### src/hdl/wdr_regs.svh
`ifndef WDR_REGS_SVH
`define WDR_REGS_SVH
// Register byte offsets
`define WDR_ADR_W 8
`define WDR_OFF_CTRL 8'h00
`define WDR_OFF_START 8'h04
`define WDR_OFF_PERIOD 8'h08
`define WDR_OFF_HOLD 8'h0C
`define WDR_OFF_DELAY 8'h10
`define WDR_OFF_PULSE 8'h14
`define WDR_OFF_RAILSEL 8'h18
`define WDR_OFF_GPISEL 8'h1C
`define WDR_OFF_PINSEL 8'h20
`define WDR_OFF_CMD 8'h24
`define WDR_OFF_STATUS 8'h28
// Control bits
`define WDR_CTRL_WD_EN 0
`define WDR_CTRL_MERGE 1
`define WDR_CTRL_RST_EN 2
`define WDR_CTRL_RST_PULSE 3
`define WDR_CTRL_EXP_PULSE 4
// Pin select fields: 5-bit pin index plus an enable bit
`define WDR_PIN_KICK 0
`define WDR_PIN_KICK_EN 5
`define WDR_PIN_EXP 8
`define WDR_PIN_EXP_EN 13
`define WDR_PIN_RST 16
`define WDR_PIN_RST_EN 21
`define WDR_PIN_CLR 24
`define WDR_PIN_CLR_EN 29
`define WDR_PINSEL_MASK 32'h3F3F3F3F
// Command bits
`define WDR_CMD_KICK 0
`define WDR_CMD_CLEAR 1
// Status bits
`define WDR_ST_EXPIRED 0
`define WDR_ST_LATCHED 1
`define WDR_ST_RST 2
`define WDR_ST_COND 3
`define WDR_ST_WD 4
// Reset values
`define WDR_CTRL_RST 5'h04
`define WDR_START_RST 18'h003E8
`define WDR_PERIOD_RST 18'h003E8
`define WDR_HOLD_RST 4'h0
`define WDR_DELAY_RST 5'h00
`define WDR_PULSE_RST 15'h0001
`define WDR_PINSEL_RST 32'h00200000
`define WDR_RST_PIN_RST 0
// Timing
`define WDR_CLK_KHZ 250000
`define WDR_TICK_MS 1
`define WDR_MS_CYCLES (`WDR_CLK_KHZ * `WDR_TICK_MS)
`define WDR_TMR_W 21
`define WDR_WD_MIN_MS 18'h00001
`define WDR_WD_MAX_MS 18'h3F000
`define WDR_PW_MIN_MS 15'h0001
`define WDR_PW_MAX_MS 15'h7E00
`define WDR_HOLD_BASE_MS 21'h000064
`define WDR_DLY_MAX_SEL 5'h10
`define WDR_EXP_PULSE_MS 21'h000001
`endif

### src/hdl/wdr_pkg.sv
`default_nettype none
package wdr_pkg;
  typedef enum logic [4:0] {
    WD_OFF = 5'h01,
    WD_HOLD = 5'h02,
    WD_START = 5'h04,
    WD_RUN = 5'h08,
    WD_EXP = 5'h10
  } wdr_wd_state_type;
  typedef enum logic [4:0] {
    RS_ASSERT = 5'h01,
    RS_DELAY = 5'h02,
    RS_RELEASED = 5'h04,
    RS_PULSE = 5'h08,
    RS_REARM = 5'h10
  } wdr_rs_state_type;
endpackage : wdr_pkg
`default_nettype wire

### src/hdl/wdr_tmr_if.sv
`include "wdr_regs.svh"
`default_nettype none
interface wdr_tmr_if;
  logic load;
  logic [`WDR_TMR_W-1:0] value;
  logic busy;
  logic done;
  modport ctl (output load, output value, input busy, input done);
  modport tmr (input load, input value, output busy, output done);
endinterface : wdr_tmr_if
`default_nettype wire

### src/hdl/wdr_ms_timer.sv
`include "wdr_regs.svh"
`default_nettype none
module wdr_ms_timer #(
  parameter int unsigned MS_CYCLES = `WDR_MS_CYCLES
) (
  input wire logic ref_clk,
  input wire logic nrst,
  wdr_tmr_if.tmr t
);
  localparam int SW = (MS_CYCLES > 1) ? $clog2(MS_CYCLES) : 1;
  logic [SW-1:0] sub_reg;
  logic [`WDR_TMR_W-1:0] ms_reg;
  logic run_reg;
  logic done_reg;
  logic sub_wrap;
  logic last_ms;

  assign sub_wrap = (sub_reg == SW'(MS_CYCLES - 1));
  assign last_ms = (ms_reg == `WDR_TMR_W'(1));
  assign t.busy = run_reg;
  assign t.done = done_reg;

  // Prescaler restarts on load so every period is exact
  always_ff @(posedge ref_clk) begin
    if (!nrst) begin
      sub_reg <= '0;
    end else if (t.load || sub_wrap) begin
      sub_reg <= '0;
    end else if (run_reg) begin
      sub_reg <= sub_reg + 1'b1;
    end
  end

  // Millisecond countdown
  always_ff @(posedge ref_clk) begin
    if (!nrst) begin
      ms_reg <= '0;
      run_reg <= 1'b0;
    end else if (t.load) begin
      ms_reg <= t.value;
      run_reg <= (t.value != '0);
    end else if (run_reg && sub_wrap) begin
      ms_reg <= ms_reg - 1'b1;
      run_reg <= !last_ms;
    end
  end

  // One-cycle done; a zero load finishes at once
  always_ff @(posedge ref_clk) begin
    if (!nrst) begin
      done_reg <= 1'b0;
    end else begin
      done_reg <= t.load ? (t.value == '0) : (run_reg && sub_wrap && last_ms);
    end
  end
endmodule : wdr_ms_timer
`default_nettype wire

### src/hdl/wdr_kick_sync.sv
`default_nettype none
module wdr_kick_sync (
  input wire logic ref_clk,
  input wire logic nrst,
  input wire logic pin_level,
  output logic level,
  output logic toggle
);
  logic meta_reg;
  logic sync_reg;
  logic last_reg;

  // Two-flop synchroniser, third flop for edge detection
  always_ff @(posedge ref_clk) begin
    if (!nrst) begin
      meta_reg <= 1'b0;
      sync_reg <= 1'b0;
      last_reg <= 1'b0;
    end else begin
      meta_reg <= pin_level;
      sync_reg <= meta_reg;
      last_reg <= sync_reg;
    end
  end

  // Either edge counts as a toggle
  assign level = sync_reg;
  assign toggle = sync_reg ^ last_reg;
endmodule : wdr_kick_sync
`default_nettype wire

### src/hdl/wdr_watchdog_reset.sv
`include "wdr_regs.svh"
`default_nettype none
// How it works
// - Every kick input toggle after the hold-off restarts the supervision timer.
// - Missing kicks let the timer expire and raise the expiry output.
// - A bus kick command acts exactly like a kick input toggle.
// - Kick input and expiry output are assignable to any general pin.
// - Expiry goes to the logic output path or merges into system reset.
// - Timer period spans 1 ms to 258.048 s.
// - After expiry, a kick toggle or kick command restarts counting.
// - Optional initial hold-off: zero, or 100 ms doubling up to 1638.4 s.
// - Separate start time before first kick and reset time between kicks.
// - System reset drives an assignable general pin.
// - Reset releases only with selected rails and inputs good, after delay.
// - Release delay: zero, or 1 ms doubling up to about 32.8 s.
// - Level mode reasserts at once on any selected rail or input loss.
// - Pulse mode gives one reset pulse when power good is reached.
// - Pulse width spans 1 ms to 32.256 s.
// - Merged expiry toggles reset using pulse-width or input-tracking release.
// - System reset is asserted out of reset.
// - Reconfiguring reset briefly asserts it while conditions are rechecked.
// - Expiry status plus latched copy, cleared by command or chosen pin.
module wdr_watchdog_reset
  import wdr_pkg::*;
#(
  parameter int unsigned N_RAIL = 24,
  parameter int unsigned N_GPIO = 24,
  parameter int unsigned MS_CYCLES = `WDR_MS_CYCLES
) (
  input wire logic ref_clk,
  input wire logic nrst,
  input wire logic wb_cyc_i,
  input wire logic wb_stb_i,
  input wire logic wb_we_i,
  input wire logic [`WDR_ADR_W-1:0] wb_adr_i,
  input wire logic [3:0] wb_sel_i,
  input wire logic [31:0] wb_dat_i,
  output logic [31:0] wb_dat_o,
  output logic wb_ack_o,
  input wire logic [N_GPIO-1:0] gpio_in,
  output logic [N_GPIO-1:0] gpio_out,
  output logic [N_GPIO-1:0] gpio_oe,
  input wire logic [N_RAIL-1:0] rail_pg_on,
  input wire logic [N_RAIL-1:0] rail_pg_bad,
  output logic expiry_to_logic,
  output logic expiry_latch_to_logic
);
  logic [4:0] ctrl_reg;
  logic [17:0] start_reg;
  logic [17:0] period_reg;
  logic [3:0] hold_reg;
  logic [4:0] dly_reg;
  logic [14:0] pw_reg;
  logic [N_RAIL-1:0] rail_sel_reg;
  logic [N_GPIO-1:0] gpi_sel_reg;
  logic [31:0] pinsel_reg;
  logic ack_reg;
  logic [31:0] dat_reg;
  logic [31:0] rd_data;
  logic [8:0] status_vec;
  logic access, wr_take, reconfig, kick_cmd, clr_cmd;
  logic wd_en, merge, rst_en, pulse_mode, exp_pulse;
  logic [4:0] kick_pin, exp_pin, rst_pin, clr_pin;
  logic kick_en, exp_en, rst_pin_en, clr_en;
  logic kick_raw, clr_raw, kick_tog, clr_lvl, clr_hit, kick_evt;
  logic cond_good, cond_bad, rst_asserted, expired, wd_expire, exp_out;
  logic lat_reg;
  logic [N_GPIO-1:0] gpio_out_reg, gpio_oe_reg;
  wdr_wd_state_type wd_reg, wd_next;
  wdr_rs_state_type rs_reg, rs_next;

  wdr_tmr_if wdt ();
  wdr_tmr_if rst_t ();

  // Merge write data into a register by byte lane
  function automatic logic [31:0] bmerge(input logic [31:0] old_val);
    logic [31:0] res;
    res = old_val;
    for (int b = 0; b < 4; b++) begin
      if (wb_sel_i[b]) begin
        res[b*8 +: 8] = wb_dat_i[b*8 +: 8];
      end
    end
    return res;
  endfunction : bmerge

  // Hold-off select to milliseconds
  function automatic logic [`WDR_TMR_W-1:0] hold_ms(input logic [3:0] sel);
    if (sel == 4'h0) begin
      return '0;
    end
    return `WDR_HOLD_BASE_MS << (sel - 4'h1);
  endfunction : hold_ms

  // Release delay select to milliseconds
  function automatic logic [`WDR_TMR_W-1:0] dly_ms(input logic [4:0] sel);
    logic [4:0] s;
    s = (sel > `WDR_DLY_MAX_SEL) ? `WDR_DLY_MAX_SEL : sel;
    if (s == 5'h00) begin
      return '0;
    end
    return `WDR_TMR_W'(1) << (s - 5'h01);
  endfunction : dly_ms

  // Watchdog time clamped to its legal span
  function automatic logic [`WDR_TMR_W-1:0] wd_ms(input logic [17:0] v);
    logic [17:0] c;
    c = (v < `WDR_WD_MIN_MS) ? `WDR_WD_MIN_MS : (v > `WDR_WD_MAX_MS) ? `WDR_WD_MAX_MS : v;
    return `WDR_TMR_W'(c);
  endfunction : wd_ms

  // Pulse width clamped to its legal span
  function automatic logic [`WDR_TMR_W-1:0] pw_ms(input logic [14:0] v);
    logic [14:0] c;
    c = (v < `WDR_PW_MIN_MS) ? `WDR_PW_MIN_MS : (v > `WDR_PW_MAX_MS) ? `WDR_PW_MAX_MS : v;
    return `WDR_TMR_W'(c);
  endfunction : pw_ms

  // Field decode
  assign wd_en = ctrl_reg[`WDR_CTRL_WD_EN];
  assign merge = ctrl_reg[`WDR_CTRL_MERGE];
  assign rst_en = ctrl_reg[`WDR_CTRL_RST_EN];
  assign pulse_mode = ctrl_reg[`WDR_CTRL_RST_PULSE];
  assign exp_pulse = ctrl_reg[`WDR_CTRL_EXP_PULSE];
  assign kick_pin = pinsel_reg[`WDR_PIN_KICK +: 5];
  assign kick_en = pinsel_reg[`WDR_PIN_KICK_EN];
  assign exp_pin = pinsel_reg[`WDR_PIN_EXP +: 5];
  assign exp_en = pinsel_reg[`WDR_PIN_EXP_EN];
  assign rst_pin = pinsel_reg[`WDR_PIN_RST +: 5];
  assign rst_pin_en = pinsel_reg[`WDR_PIN_RST_EN];
  assign clr_pin = pinsel_reg[`WDR_PIN_CLR +: 5];
  assign clr_en = pinsel_reg[`WDR_PIN_CLR_EN];

  // Bus strobes; writes and commands act at the edge where ack is high
  assign access = wb_cyc_i && wb_stb_i;
  assign wr_take = access && wb_we_i && ack_reg;
  assign kick_cmd = wr_take && (wb_adr_i == `WDR_OFF_CMD) && wb_sel_i[0] && wb_dat_i[`WDR_CMD_KICK];
  assign clr_cmd = wr_take && (wb_adr_i == `WDR_OFF_CMD) && wb_sel_i[0] && wb_dat_i[`WDR_CMD_CLEAR];
  assign reconfig = wr_take && ((wb_adr_i == `WDR_OFF_CTRL) || (wb_adr_i == `WDR_OFF_DELAY) ||
                    (wb_adr_i == `WDR_OFF_PULSE) || (wb_adr_i == `WDR_OFF_RAILSEL) ||
                    (wb_adr_i == `WDR_OFF_GPISEL) || (wb_adr_i == `WDR_OFF_PINSEL));
  assign wb_ack_o = ack_reg;
  assign wb_dat_o = dat_reg;

  // Register writes
  always_ff @(posedge ref_clk) begin
    if (!nrst) begin
      ctrl_reg <= `WDR_CTRL_RST;
      start_reg <= `WDR_START_RST;
      period_reg <= `WDR_PERIOD_RST;
      hold_reg <= `WDR_HOLD_RST;
      dly_reg <= `WDR_DELAY_RST;
      pw_reg <= `WDR_PULSE_RST;
      rail_sel_reg <= '0;
      gpi_sel_reg <= '0;
      pinsel_reg <= `WDR_PINSEL_RST;
    end else if (wr_take) begin
      case (wb_adr_i)
        `WDR_OFF_CTRL: ctrl_reg <= 5'(bmerge(32'(ctrl_reg)));
        `WDR_OFF_START: start_reg <= 18'(bmerge(32'(start_reg)));
        `WDR_OFF_PERIOD: period_reg <= 18'(bmerge(32'(period_reg)));
        `WDR_OFF_HOLD: hold_reg <= 4'(bmerge(32'(hold_reg)));
        `WDR_OFF_DELAY: dly_reg <= 5'(bmerge(32'(dly_reg)));
        `WDR_OFF_PULSE: pw_reg <= 15'(bmerge(32'(pw_reg)));
        `WDR_OFF_RAILSEL: rail_sel_reg <= N_RAIL'(bmerge(32'(rail_sel_reg)));
        `WDR_OFF_GPISEL: gpi_sel_reg <= N_GPIO'(bmerge(32'(gpi_sel_reg)));
        `WDR_OFF_PINSEL: pinsel_reg <= bmerge(pinsel_reg) & `WDR_PINSEL_MASK;
        default: ;
      endcase
    end
  end

  // Status word
  always_comb begin
    status_vec = '0;
    status_vec[`WDR_ST_EXPIRED] = expired;
    status_vec[`WDR_ST_LATCHED] = lat_reg;
    status_vec[`WDR_ST_RST] = rst_asserted;
    status_vec[`WDR_ST_COND] = cond_good;
    status_vec[`WDR_ST_WD +: 5] = wd_reg;
  end

  // Read mux; unmapped offsets and the command word read zero
  always_comb begin
    rd_data = '0;
    case (wb_adr_i)
      `WDR_OFF_CTRL: rd_data = 32'(ctrl_reg);
      `WDR_OFF_START: rd_data = 32'(start_reg);
      `WDR_OFF_PERIOD: rd_data = 32'(period_reg);
      `WDR_OFF_HOLD: rd_data = 32'(hold_reg);
      `WDR_OFF_DELAY: rd_data = 32'(dly_reg);
      `WDR_OFF_PULSE: rd_data = 32'(pw_reg);
      `WDR_OFF_RAILSEL: rd_data = 32'(rail_sel_reg);
      `WDR_OFF_GPISEL: rd_data = 32'(gpi_sel_reg);
      `WDR_OFF_PINSEL: rd_data = pinsel_reg;
      `WDR_OFF_STATUS: rd_data = 32'(status_vec);
      default: rd_data = '0;
    endcase
  end

  // Ack one cycle after the request, dropped the cycle after
  always_ff @(posedge ref_clk) begin
    if (!nrst) begin
      ack_reg <= 1'b0;
      dat_reg <= '0;
    end else begin
      ack_reg <= access && !ack_reg;
      if (access && !ack_reg && !wb_we_i) begin
        dat_reg <= rd_data;
      end
    end
  end

  // Kick and clear pins picked from the general inputs
  assign kick_raw = (32'(kick_pin) < N_GPIO) ? gpio_in[kick_pin] : 1'b0;
  assign clr_raw = (32'(clr_pin) < N_GPIO) ? gpio_in[clr_pin] : 1'b0;

  wdr_kick_sync u_kick_sync (
    .ref_clk(ref_clk),
    .nrst(nrst),
    .pin_level(kick_raw),
    .level(),
    .toggle(kick_tog)
  );

  wdr_kick_sync u_clr_sync (
    .ref_clk(ref_clk),
    .nrst(nrst),
    .pin_level(clr_raw),
    .level(clr_lvl),
    .toggle()
  );

  assign clr_hit = clr_en && clr_lvl;
  assign kick_evt = (kick_en && kick_tog) || kick_cmd;

  wdr_ms_timer #(.MS_CYCLES(MS_CYCLES)) u_wd_tmr (
    .ref_clk(ref_clk),
    .nrst(nrst),
    .t(wdt.tmr)
  );

  wdr_ms_timer #(.MS_CYCLES(MS_CYCLES)) u_rst_tmr (
    .ref_clk(ref_clk),
    .nrst(nrst),
    .t(rst_t.tmr)
  );

  // Supervision timer sequencing
  always_comb begin
    wd_next = wd_reg;
    wdt.load = 1'b0;
    wdt.value = '0;
    case (wd_reg)
      WD_OFF: begin
        wd_next = WD_HOLD;
        wdt.load = 1'b1;
        wdt.value = hold_ms(hold_reg);
      end
      WD_HOLD: begin
        if (wdt.done) begin
          wd_next = WD_START;
          wdt.load = 1'b1;
          wdt.value = wd_ms(start_reg);
        end
      end
      WD_START, WD_RUN: begin
        if (kick_evt) begin
          wd_next = WD_RUN;
          wdt.load = 1'b1;
          wdt.value = wd_ms(period_reg);
        end else if (wdt.done) begin
          wd_next = WD_EXP;
          wdt.load = 1'b1;
          wdt.value = `WDR_EXP_PULSE_MS;
        end
      end
      WD_EXP: begin
        if (kick_evt) begin
          wd_next = WD_RUN;
          wdt.load = 1'b1;
          wdt.value = wd_ms(period_reg);
        end
      end
      default: wd_next = WD_OFF;
    endcase
    if (!wd_en) begin
      wd_next = WD_OFF;
      wdt.load = 1'b0;
    end
  end

  always_ff @(posedge ref_clk) begin
    if (!nrst) begin
      wd_reg <= WD_OFF;
    end else begin
      wd_reg <= wd_next;
    end
  end

  assign expired = (wd_reg == WD_EXP);
  assign wd_expire = wd_en && !kick_evt && wdt.done && ((wd_reg == WD_START) || (wd_reg == WD_RUN));
  assign exp_out = exp_pulse ? (expired && wdt.busy) : expired;
  assign expiry_to_logic = expired;
  assign expiry_latch_to_logic = lat_reg;

  // Latched expiry; a new expiry wins over a clear
  always_ff @(posedge ref_clk) begin
    if (!nrst) begin
      lat_reg <= 1'b0;
    end else if (wd_expire) begin
      lat_reg <= 1'b1;
    end else if (clr_cmd || clr_hit) begin
      lat_reg <= 1'b0;
    end
  end

  // Release and loss conditions over the selected rails and inputs
  assign cond_good = (&(rail_pg_on | ~rail_sel_reg)) && (&(gpio_in | ~gpi_sel_reg));
  assign cond_bad = (|(rail_pg_bad & rail_sel_reg)) || (|(~gpio_in & gpi_sel_reg));

  // System reset sequencing
  always_comb begin
    rs_next = rs_reg;
    rst_t.load = 1'b0;
    rst_t.value = '0;
    case (rs_reg)
      RS_ASSERT: begin
        if (cond_good) begin
          rs_next = RS_DELAY;
          rst_t.load = 1'b1;
          rst_t.value = dly_ms(dly_reg);
        end
      end
      RS_DELAY: begin
        if (!cond_good) begin
          rs_next = RS_ASSERT;
        end else if (rst_t.done) begin
          rs_next = RS_RELEASED;
        end
      end
      RS_RELEASED: begin
        if (merge && wd_expire) begin
          rs_next = pulse_mode ? RS_PULSE : RS_ASSERT;
          rst_t.load = pulse_mode;
          rst_t.value = pw_ms(pw_reg);
        end else if (cond_bad) begin
          rs_next = pulse_mode ? RS_REARM : RS_ASSERT;
        end
      end
      RS_REARM: begin
        if (cond_good) begin
          rs_next = RS_PULSE;
          rst_t.load = 1'b1;
          rst_t.value = pw_ms(pw_reg);
        end
      end
      RS_PULSE: begin
        if (rst_t.done) begin
          rs_next = RS_RELEASED;
        end
      end
      default: rs_next = RS_ASSERT;
    endcase
    if (reconfig || !rst_en) begin
      rs_next = RS_ASSERT;
      rst_t.load = 1'b0;
    end
  end

  always_ff @(posedge ref_clk) begin
    if (!nrst) begin
      rs_reg <= RS_ASSERT;
    end else begin
      rs_reg <= rs_next;
    end
  end

  assign rst_asserted = (rs_reg != RS_RELEASED) && (rs_reg != RS_REARM);

  // Pin drivers; the reset pin wins over the expiry pin on a clash
  for (genvar i = 0; i < N_GPIO; i++) begin : g_pin
    always_ff @(posedge ref_clk) begin
      if (!nrst) begin
        gpio_oe_reg[i] <= (i == `WDR_RST_PIN_RST);
        gpio_out_reg[i] <= 1'b0;
      end else if (rst_pin_en && (rst_pin == 5'(i))) begin
        gpio_oe_reg[i] <= 1'b1;
        gpio_out_reg[i] <= !rst_asserted;
      end else if (exp_en && (exp_pin == 5'(i))) begin
        gpio_oe_reg[i] <= 1'b1;
        gpio_out_reg[i] <= exp_out;
      end else begin
        gpio_oe_reg[i] <= 1'b0;
        gpio_out_reg[i] <= 1'b0;
      end
    end
  end

  assign gpio_out = gpio_out_reg;
  assign gpio_oe = gpio_oe_reg;
endmodule : wdr_watchdog_reset
`default_nettype wire

### config.mk
export PLATFORM = sky130hd
export DESIGN_NAME = wdr_watchdog_reset
export DESIGN_NICKNAME = d
export VERILOG_FILES = /design/src/hdl/wdr_pkg.sv /design/src/hdl/wdr_tmr_if.sv /design/src/hdl/wdr_ms_timer.sv /design/src/hdl/wdr_kick_sync.sv /design/src/hdl/wdr_watchdog_reset.sv
export VERILOG_INCLUDE_DIRS = /design/src /design/src/hdl
export SDC_FILE = /design/constraint.sdc
export NUM_CORES = 1
export LEC_CHECK = 0
export BUFFER_PORTS_ARGS = -buffer_cell sky130_fd_sc_hd__buf_4
export CORE_MARGIN = 8
export CORE_UTILIZATION = 32
export DETAILED_ROUTE_END_ITERATION = 8
export GPL_TIMING_DRIVEN = 0
export PLACE_DENSITY = 0.6
export REMOVE_ABC_BUFFERS = 1
export SYNTH_ARGS = -nofsm -noshare
export SYNTH_HDL_FRONTEND = slang
export SYNTH_HIERARCHICAL = 1
export SYNTH_SLANG_ARGS = --single-unit
### constraint.sdc
create_clock -name ref_clk -period 7.7 [get_ports ref_clk]
set_input_delay 1.155 -clock ref_clk [delete_from_list [all_inputs] [get_ports ref_clk]]
set_output_delay 1.155 -clock ref_clk [all_outputs]
set_load 0.005 [all_outputs]
Word level (Yosys, flattened, before mapping)
Index checks and enable logic that the tools add are counted.
- equality and inequality tests: 78
- order comparisons: 11
- $add $sub $neg: 6
- reduce and logical (&&, ||, !) cells: 138
- shift operators: 2
- muxes and demuxes: 161
- bitwise operators: 9
- operators with widths (kind ; number):
    30-bit case mux with 10 select lines ; 1
    21-bit 2-to-1 mux ; 9
    18-bit 2-to-1 mux ; 7
    1-bit 2-to-1 mux ; 119
    5-bit by 4-bit equality test with 1-bit output, second input constant ; 18
    5-bit equality test, second input constant ; 18
    21-bit case mux with 4 select lines ; 1
    24-bit inverter ; 3
    1-bit logical AND ; 71
    3-bit AND reduction ; 23
    21-bit case mux with 3 select lines ; 1
    15-bit 2-to-1 mux ; 4
    5-bit 2-to-1 mux ; 12
    5-bit by 3-bit equality test with 1-bit output, second input constant ; 10
    24-bit bitwise AND ; 2
    24-bit bitwise OR ; 2
    24-bit AND reduction ; 2
    24-bit OR reduction ; 2
    21-bit by 1-bit equality test with 1-bit output, second input constant ; 2
    21-bit zero test ; 2
    21-bit nonzero test ; 2
    21-bit by 1-bit subtractor with 21-bit output, second input constant ; 2
    18-bit by 1-bit adder with 18-bit output, second input constant ; 2
    18-bit equality test, second input constant ; 2
    39 further kinds ; 88
- logic and storage cells: 492
- output and inout bits: 83
- bits in registers: 316

Logic depth before layout (Yosys ltp)
- depth in word-level cells: 17
- mapped depth: 12
- mapped depth without buffers: 11

Cells and area by module
The synthesis kept the hierarchy.
- modules (own cells, without submodules) (module ; cells an instance ; instances ; area an instance (sq um) ; seq. area each (sq um)):
    wdr_watchdog_reset ; 1483 ; 1 ; 11676.2 ; 4544.4
    wdr_ms_timer ; 257 ; 2 ; 2222.1 ; 820.8
    wdr_kick_sync ; 7 ; 2 ; 88.8 ; 60.1

Least setup slack after synthesis
No wires, ideal clock.
- kind: input -> register
- start point: input port wb_adr_i[4]
- end point: register u_rst_tmr.done_reg (netlist: u_rst_tmr/t.done)
- setup slack: 4.091 ns
- data arrival time: 3.550 ns
- stages on the path: 12
- path buffers: 2
- library setup time: 0.059 ns
- path through: or4b_4 -> nor4_4 -> a22o_4 -> nor2_2 -> a2bb2o_4 -> buf_6 -> buf_6 -> a32o_1 -> nor4_1 -> nand2_1 -> nor4_1 -> a31o_1
- word-level cells in the longest chain between the ends: 14
- elaborated cells on any way between the ends: 30
- ends and longest elaborated chain (what ; line ; RTL):
    start, declared ; wdr_watchdog_reset.sv:35 ; input wire logic [`WDR_ADR_W-1:0] wb_adr_i,
    8-bit by 6-bit equality test with 1-bit output (no source line) ; n/a ;
    1-bit logical AND (3 in series) ; wdr_watchdog_reset.sv:137 ; assign kick_cmd = wr_take && (wb_adr_i == `WDR_OFF_CMD) && wb_sel_i[0] && wb_dat_i[`WDR_CMD_KICK];
    1-bit logical OR ; wdr_watchdog_reset.sv:235 ; assign kick_evt = (kick_en && kick_tog) || kick_cmd;
    1-bit zero test ; wdr_watchdog_reset.sv:302 ; assign wd_expire = wd_en && !kick_evt && wdt.done && ((wd_reg == WD_START) || (wd_reg == WD_RUN));
    1-bit logical AND (3 in series) ; wdr_watchdog_reset.sv:302 ;
    1-bit logical AND ; wdr_watchdog_reset.sv:343 ; if (merge && wd_expire) begin
    15-bit 2-to-1 mux ; wdr_watchdog_reset.sv:343 ;
    21-bit case mux with 3 select lines ; wdr_watchdog_reset.sv:327 ; case (rs_reg)
    net rst_t.value[8] ; wdr_tmr_if.sv:5 ; logic [`WDR_TMR_W-1:0] value;
    21-bit zero test ; wdr_ms_timer.sv:53 ; done_reg <= t.load ? (t.value == '0) : (run_reg && sub_wrap && last_ms);
    1-bit 2-to-1 mux ; wdr_ms_timer.sv:53 ;
    end signal, assigned ; wdr_ms_timer.sv:53 ;
    end, declared ; wdr_ms_timer.sv:14 ; logic done_reg;
The timed path passes the listed nets, and every way through them passes these cells.
A chain may end at the register's enable or synchronous reset.

Final worst setup path
- start point: input port gpio_in[20]
- end point: register u_rst_tmr.sub_reg[2]
- word-level cells in the longest chain between the ends: 8
- ends and longest elaborated chain (what ; line ; RTL):
    start, declared ; wdr_watchdog_reset.sv:40 ; input wire logic [N_GPIO-1:0] gpio_in,
    24-bit bitwise OR ; wdr_watchdog_reset.sv:319 ; assign cond_good = (&(rail_pg_on | ~rail_sel_reg)) && (&(gpio_in | ~gpi_sel_reg));
    24-bit AND reduction ; wdr_watchdog_reset.sv:319 ;
    1-bit logical AND ; wdr_watchdog_reset.sv:319 ;
    1-bit 2-to-1 mux ; wdr_watchdog_reset.sv:329, wdr_watchdog_reset.sv:352 ;
    1-bit case mux with 2 select lines ; wdr_watchdog_reset.sv:327 ;
    1-bit 2-to-1 mux ; wdr_watchdog_reset.sv:365 ; if (reconfig || !rst_en) begin
    net rst_t.load ; wdr_tmr_if.sv:4 ; logic load;
    1-bit logical OR ; wdr_ms_timer.sv:27 ; end else if (t.load || sub_wrap) begin
    2-bit OR reduction (no source line) ; n/a ;
    end signal, assigned ; wdr_ms_timer.sv:30 ; sub_reg <= sub_reg + 1'b1;
    end, declared ; wdr_ms_timer.sv:11 ; logic [SW-1:0] sub_reg;
The timed path passes the listed nets, and every way through them passes these cells.

==> impl_results.md <==
* Total track usage at between 10% and 20%
* GP Congestion at 0.9381
* Final critical-path setup slack at ~3000 ps
* Pin count of the biggest net entering global routing at between 100 and 150
* P_leak at between 6 and 7 nW
* Row cnt at just over 80
* RSZ-0062 raised after global routing: no
* I/O pin cnt at slightly above 200
* Core box area at 0.05017 mm^2
* Crit-path slowest cell: clkinv_1
* Crit. End Element: flop
* Crit-path max FO at 43
* CP required at 8120 ps
* Synth Instances at roughly 2000
* Sw Ratio at around a quarter
* Syn Std Cell Area at 0.01626 mm^2
* CTS tree: yes
* Max Slew Vio Count at 0
* Final worst-path cycle share at 60.85%
* Pint at 2.984 mW
* Starting Density at between 30% and 40%
* Max-cap violations at 0
* Post-Place Worst Slack at about 2600 ps
* Comb pwr share at about 7.6%
* Worst slew pin tran at 1324 ps
* Maximum clock rate at approximately 210 MHz
* CTS Buf Count at 38
* Max FFs per register at 30
* Clock Latency Late Sink at around 560 ps
* P&R area growth vs syn at 20.72%
* Worst R2R Start: gpi_sel_reg[20]
* Total number of yosys warnings at 6
* Global-route wire length before repair at 88030 um
* Post-DR vias/cell at 5.617
* VDD IR max at ~0.13 mV
* CTS Root Cell: clkbuf_16
* Min-Delay Path Class: flop to flop
* Avg Cell Area, Syn at roughly 8.1 um^2
* Post CTS Setup Buffer Count at 0
* Maximum clock insertion buffer count at 3
* Endpoint arrival time on the critical path at 5110 ps
* Layout cells sized above 1 at about 17%
* Worst Setup Start Kind: input port
* Vias in the first global route at ~15000
* Setup Crit Path Kind: input port to flop
* Endpoints failing hold at 0
* Slew headroom at 11.77%
* Worst Clk Skew at roughly 24 ps
* Fin nets at ~2300
* Psw at roughly 0.94 mW
* Final core utilization at approximately two fifths
* Number of antenna violations at the first check in global routing at 1
* Gates resized, CTS repair at 0
* Die W at 241.4 um
* Die H at between 200 and 250 um
* # H-tree levels at 2
* Multi-input logic area at around 0.0094 mm^2
* Cts hold-fix bufs at 0
* Most used cell, CP: nand2b_1
* CP Launch Point: gpio_in[20]
* Cells along the critical path: buf_4 > nand2b_1 > o2111ai_1 > nor4_4 > nand4_2 > nand2b_1 > a21oi_1 > clkinv_1 > nand3_2 > nor2_1
* 1st-pass router iterations at 7
* Reg area at 0.006286 mm^2
* Clock Power Share at around half
* Antenna viol nets, final at 0
* Critical path buffer and inverter count at 2
* Filler cell count at around 5000
* Hold wc startpoint: u_kick_sync/meta_reg
* Gr ovfl total at 0
* Status: completed
* CTS Sinks at ~310
* Die footprint at 0.05829 mm^2
* Via count at roughly 16000
* CP top delay family: simple AND/OR/NAND/NOR gates
* Hpwl dp at around 43000 um
* Tmin final at ~4700 ps
* WL per Instance at just over 20 um
* Sequential share of power at 43.1%
* Pwr dens at 200.0 mW/mm^2
* Clk slew on worst S/H paths at about 60 ps
* Setup_tns at 0 ps
* DRT iter0 DRCs at between 1500 and 2000
* IO buf count at around 200
* CP max stage delay at 990 ps
* DRT Wirelength at 57830 um
* Setup violations, final at 0
* DRC at 0
power by group through the flow:
stage,logic [mW],clock network (mW),registers [mW]
final,0.297,1.94,1.69
after global routing,0.323,2.04,1.70
after CTS,0.294,1.98,1.69
after detailed placement,0.293,0,1.73
after global placement,0.283,0,1.72
after floorplan,0.170,0,1.72
layer usage:
metal | up-vias | global-route usage [%] | wire [um]
met1 | 7600 | 26.22 | 25420
li1 | 7508 | - | -
met2 | 771 | 29.39 | 25180
met3 | 100 | 4.493 | 5723
met5 | - | 0 | 11
met4 | 2 | 5.682 | 1492
cell type report:
type | count | share of cell area, %
Multi-Input combinational cell | 1542 | 47.77
Sequential cell | 314 | 32.02
Timing Repair Buffer | 205 | 8.209
Clock buffer | 53 | 5.698
Tap cell | 672 | 4.283
Clock inverter | 13 | 1.128
Inverter | 44 | 0.8668
Antenna cell | 2 | 0.02549
final timing paths:
path / depth (start not counted) / slack, ps / endpoint
max: 10 / 3010 / u_rst_tmr/sub_reg[2]
min: 1 / 430 / u_kick_sync/level
max reg2reg: 9 / 3290 / u_rst_tmr/sub_reg[2]
min reg2reg: 1 / 430 / u_kick_sync/level
worst reg2reg max path: stages (launching register included):
cell,delay [ps]
dfxtp_1,410
nand2b_1,140
o2111ai_1,280
nor4_4,480
nand4_2,450
nand2b_1,300
a21oi_1,450
clkinv_1,990
nand3_2,700
nor2_1,100
placed cells by master (no fill, tap or decap), drive strengths merged, types with 6 or more instances in the layout:
master,count
ha,13
a31oi,29
buf,205
xnor2,58
a21oi,204
nor4b,6
nand2,263
nand3b,6
nor4,66
o2111ai,9
xor2,23
mux2i,37
a22oi,42
nand3,163
nor2b,8
or2,12
a221o,10
clkbuf,53
o22ai,8
nor2,213
dfxtp,314
nand4,36
nand2b,52
and3,10
and2,17
a22o,15
inv,43
or4,9
a222oi,13
conb,12
nor3,47
a32o,7
o21ai,57
or3,8
mux4,14
clkinv,7
bufinv,6
through the flow:
step | hold slack [ps] | std cells | total power [mW] | cell area, um^2
5_1_grt | 437.3 | 2843 | 4.056 | 19630
2_1_floorplan | 405.7 | 1900 | 1.888 | 15790
3_5_place_dp | 410.5 | 2777 | 2.019 | 18290
4_1_cts | 424.9 | 2843 | 3.960 | 19630
3_3_place_gp | 414.2 | 2771 | 2.007 | 18120
6_report | 427.9 | 2845 | 3.926 | 19630
No activity file was read; power rests on OpenSTA's default activity.
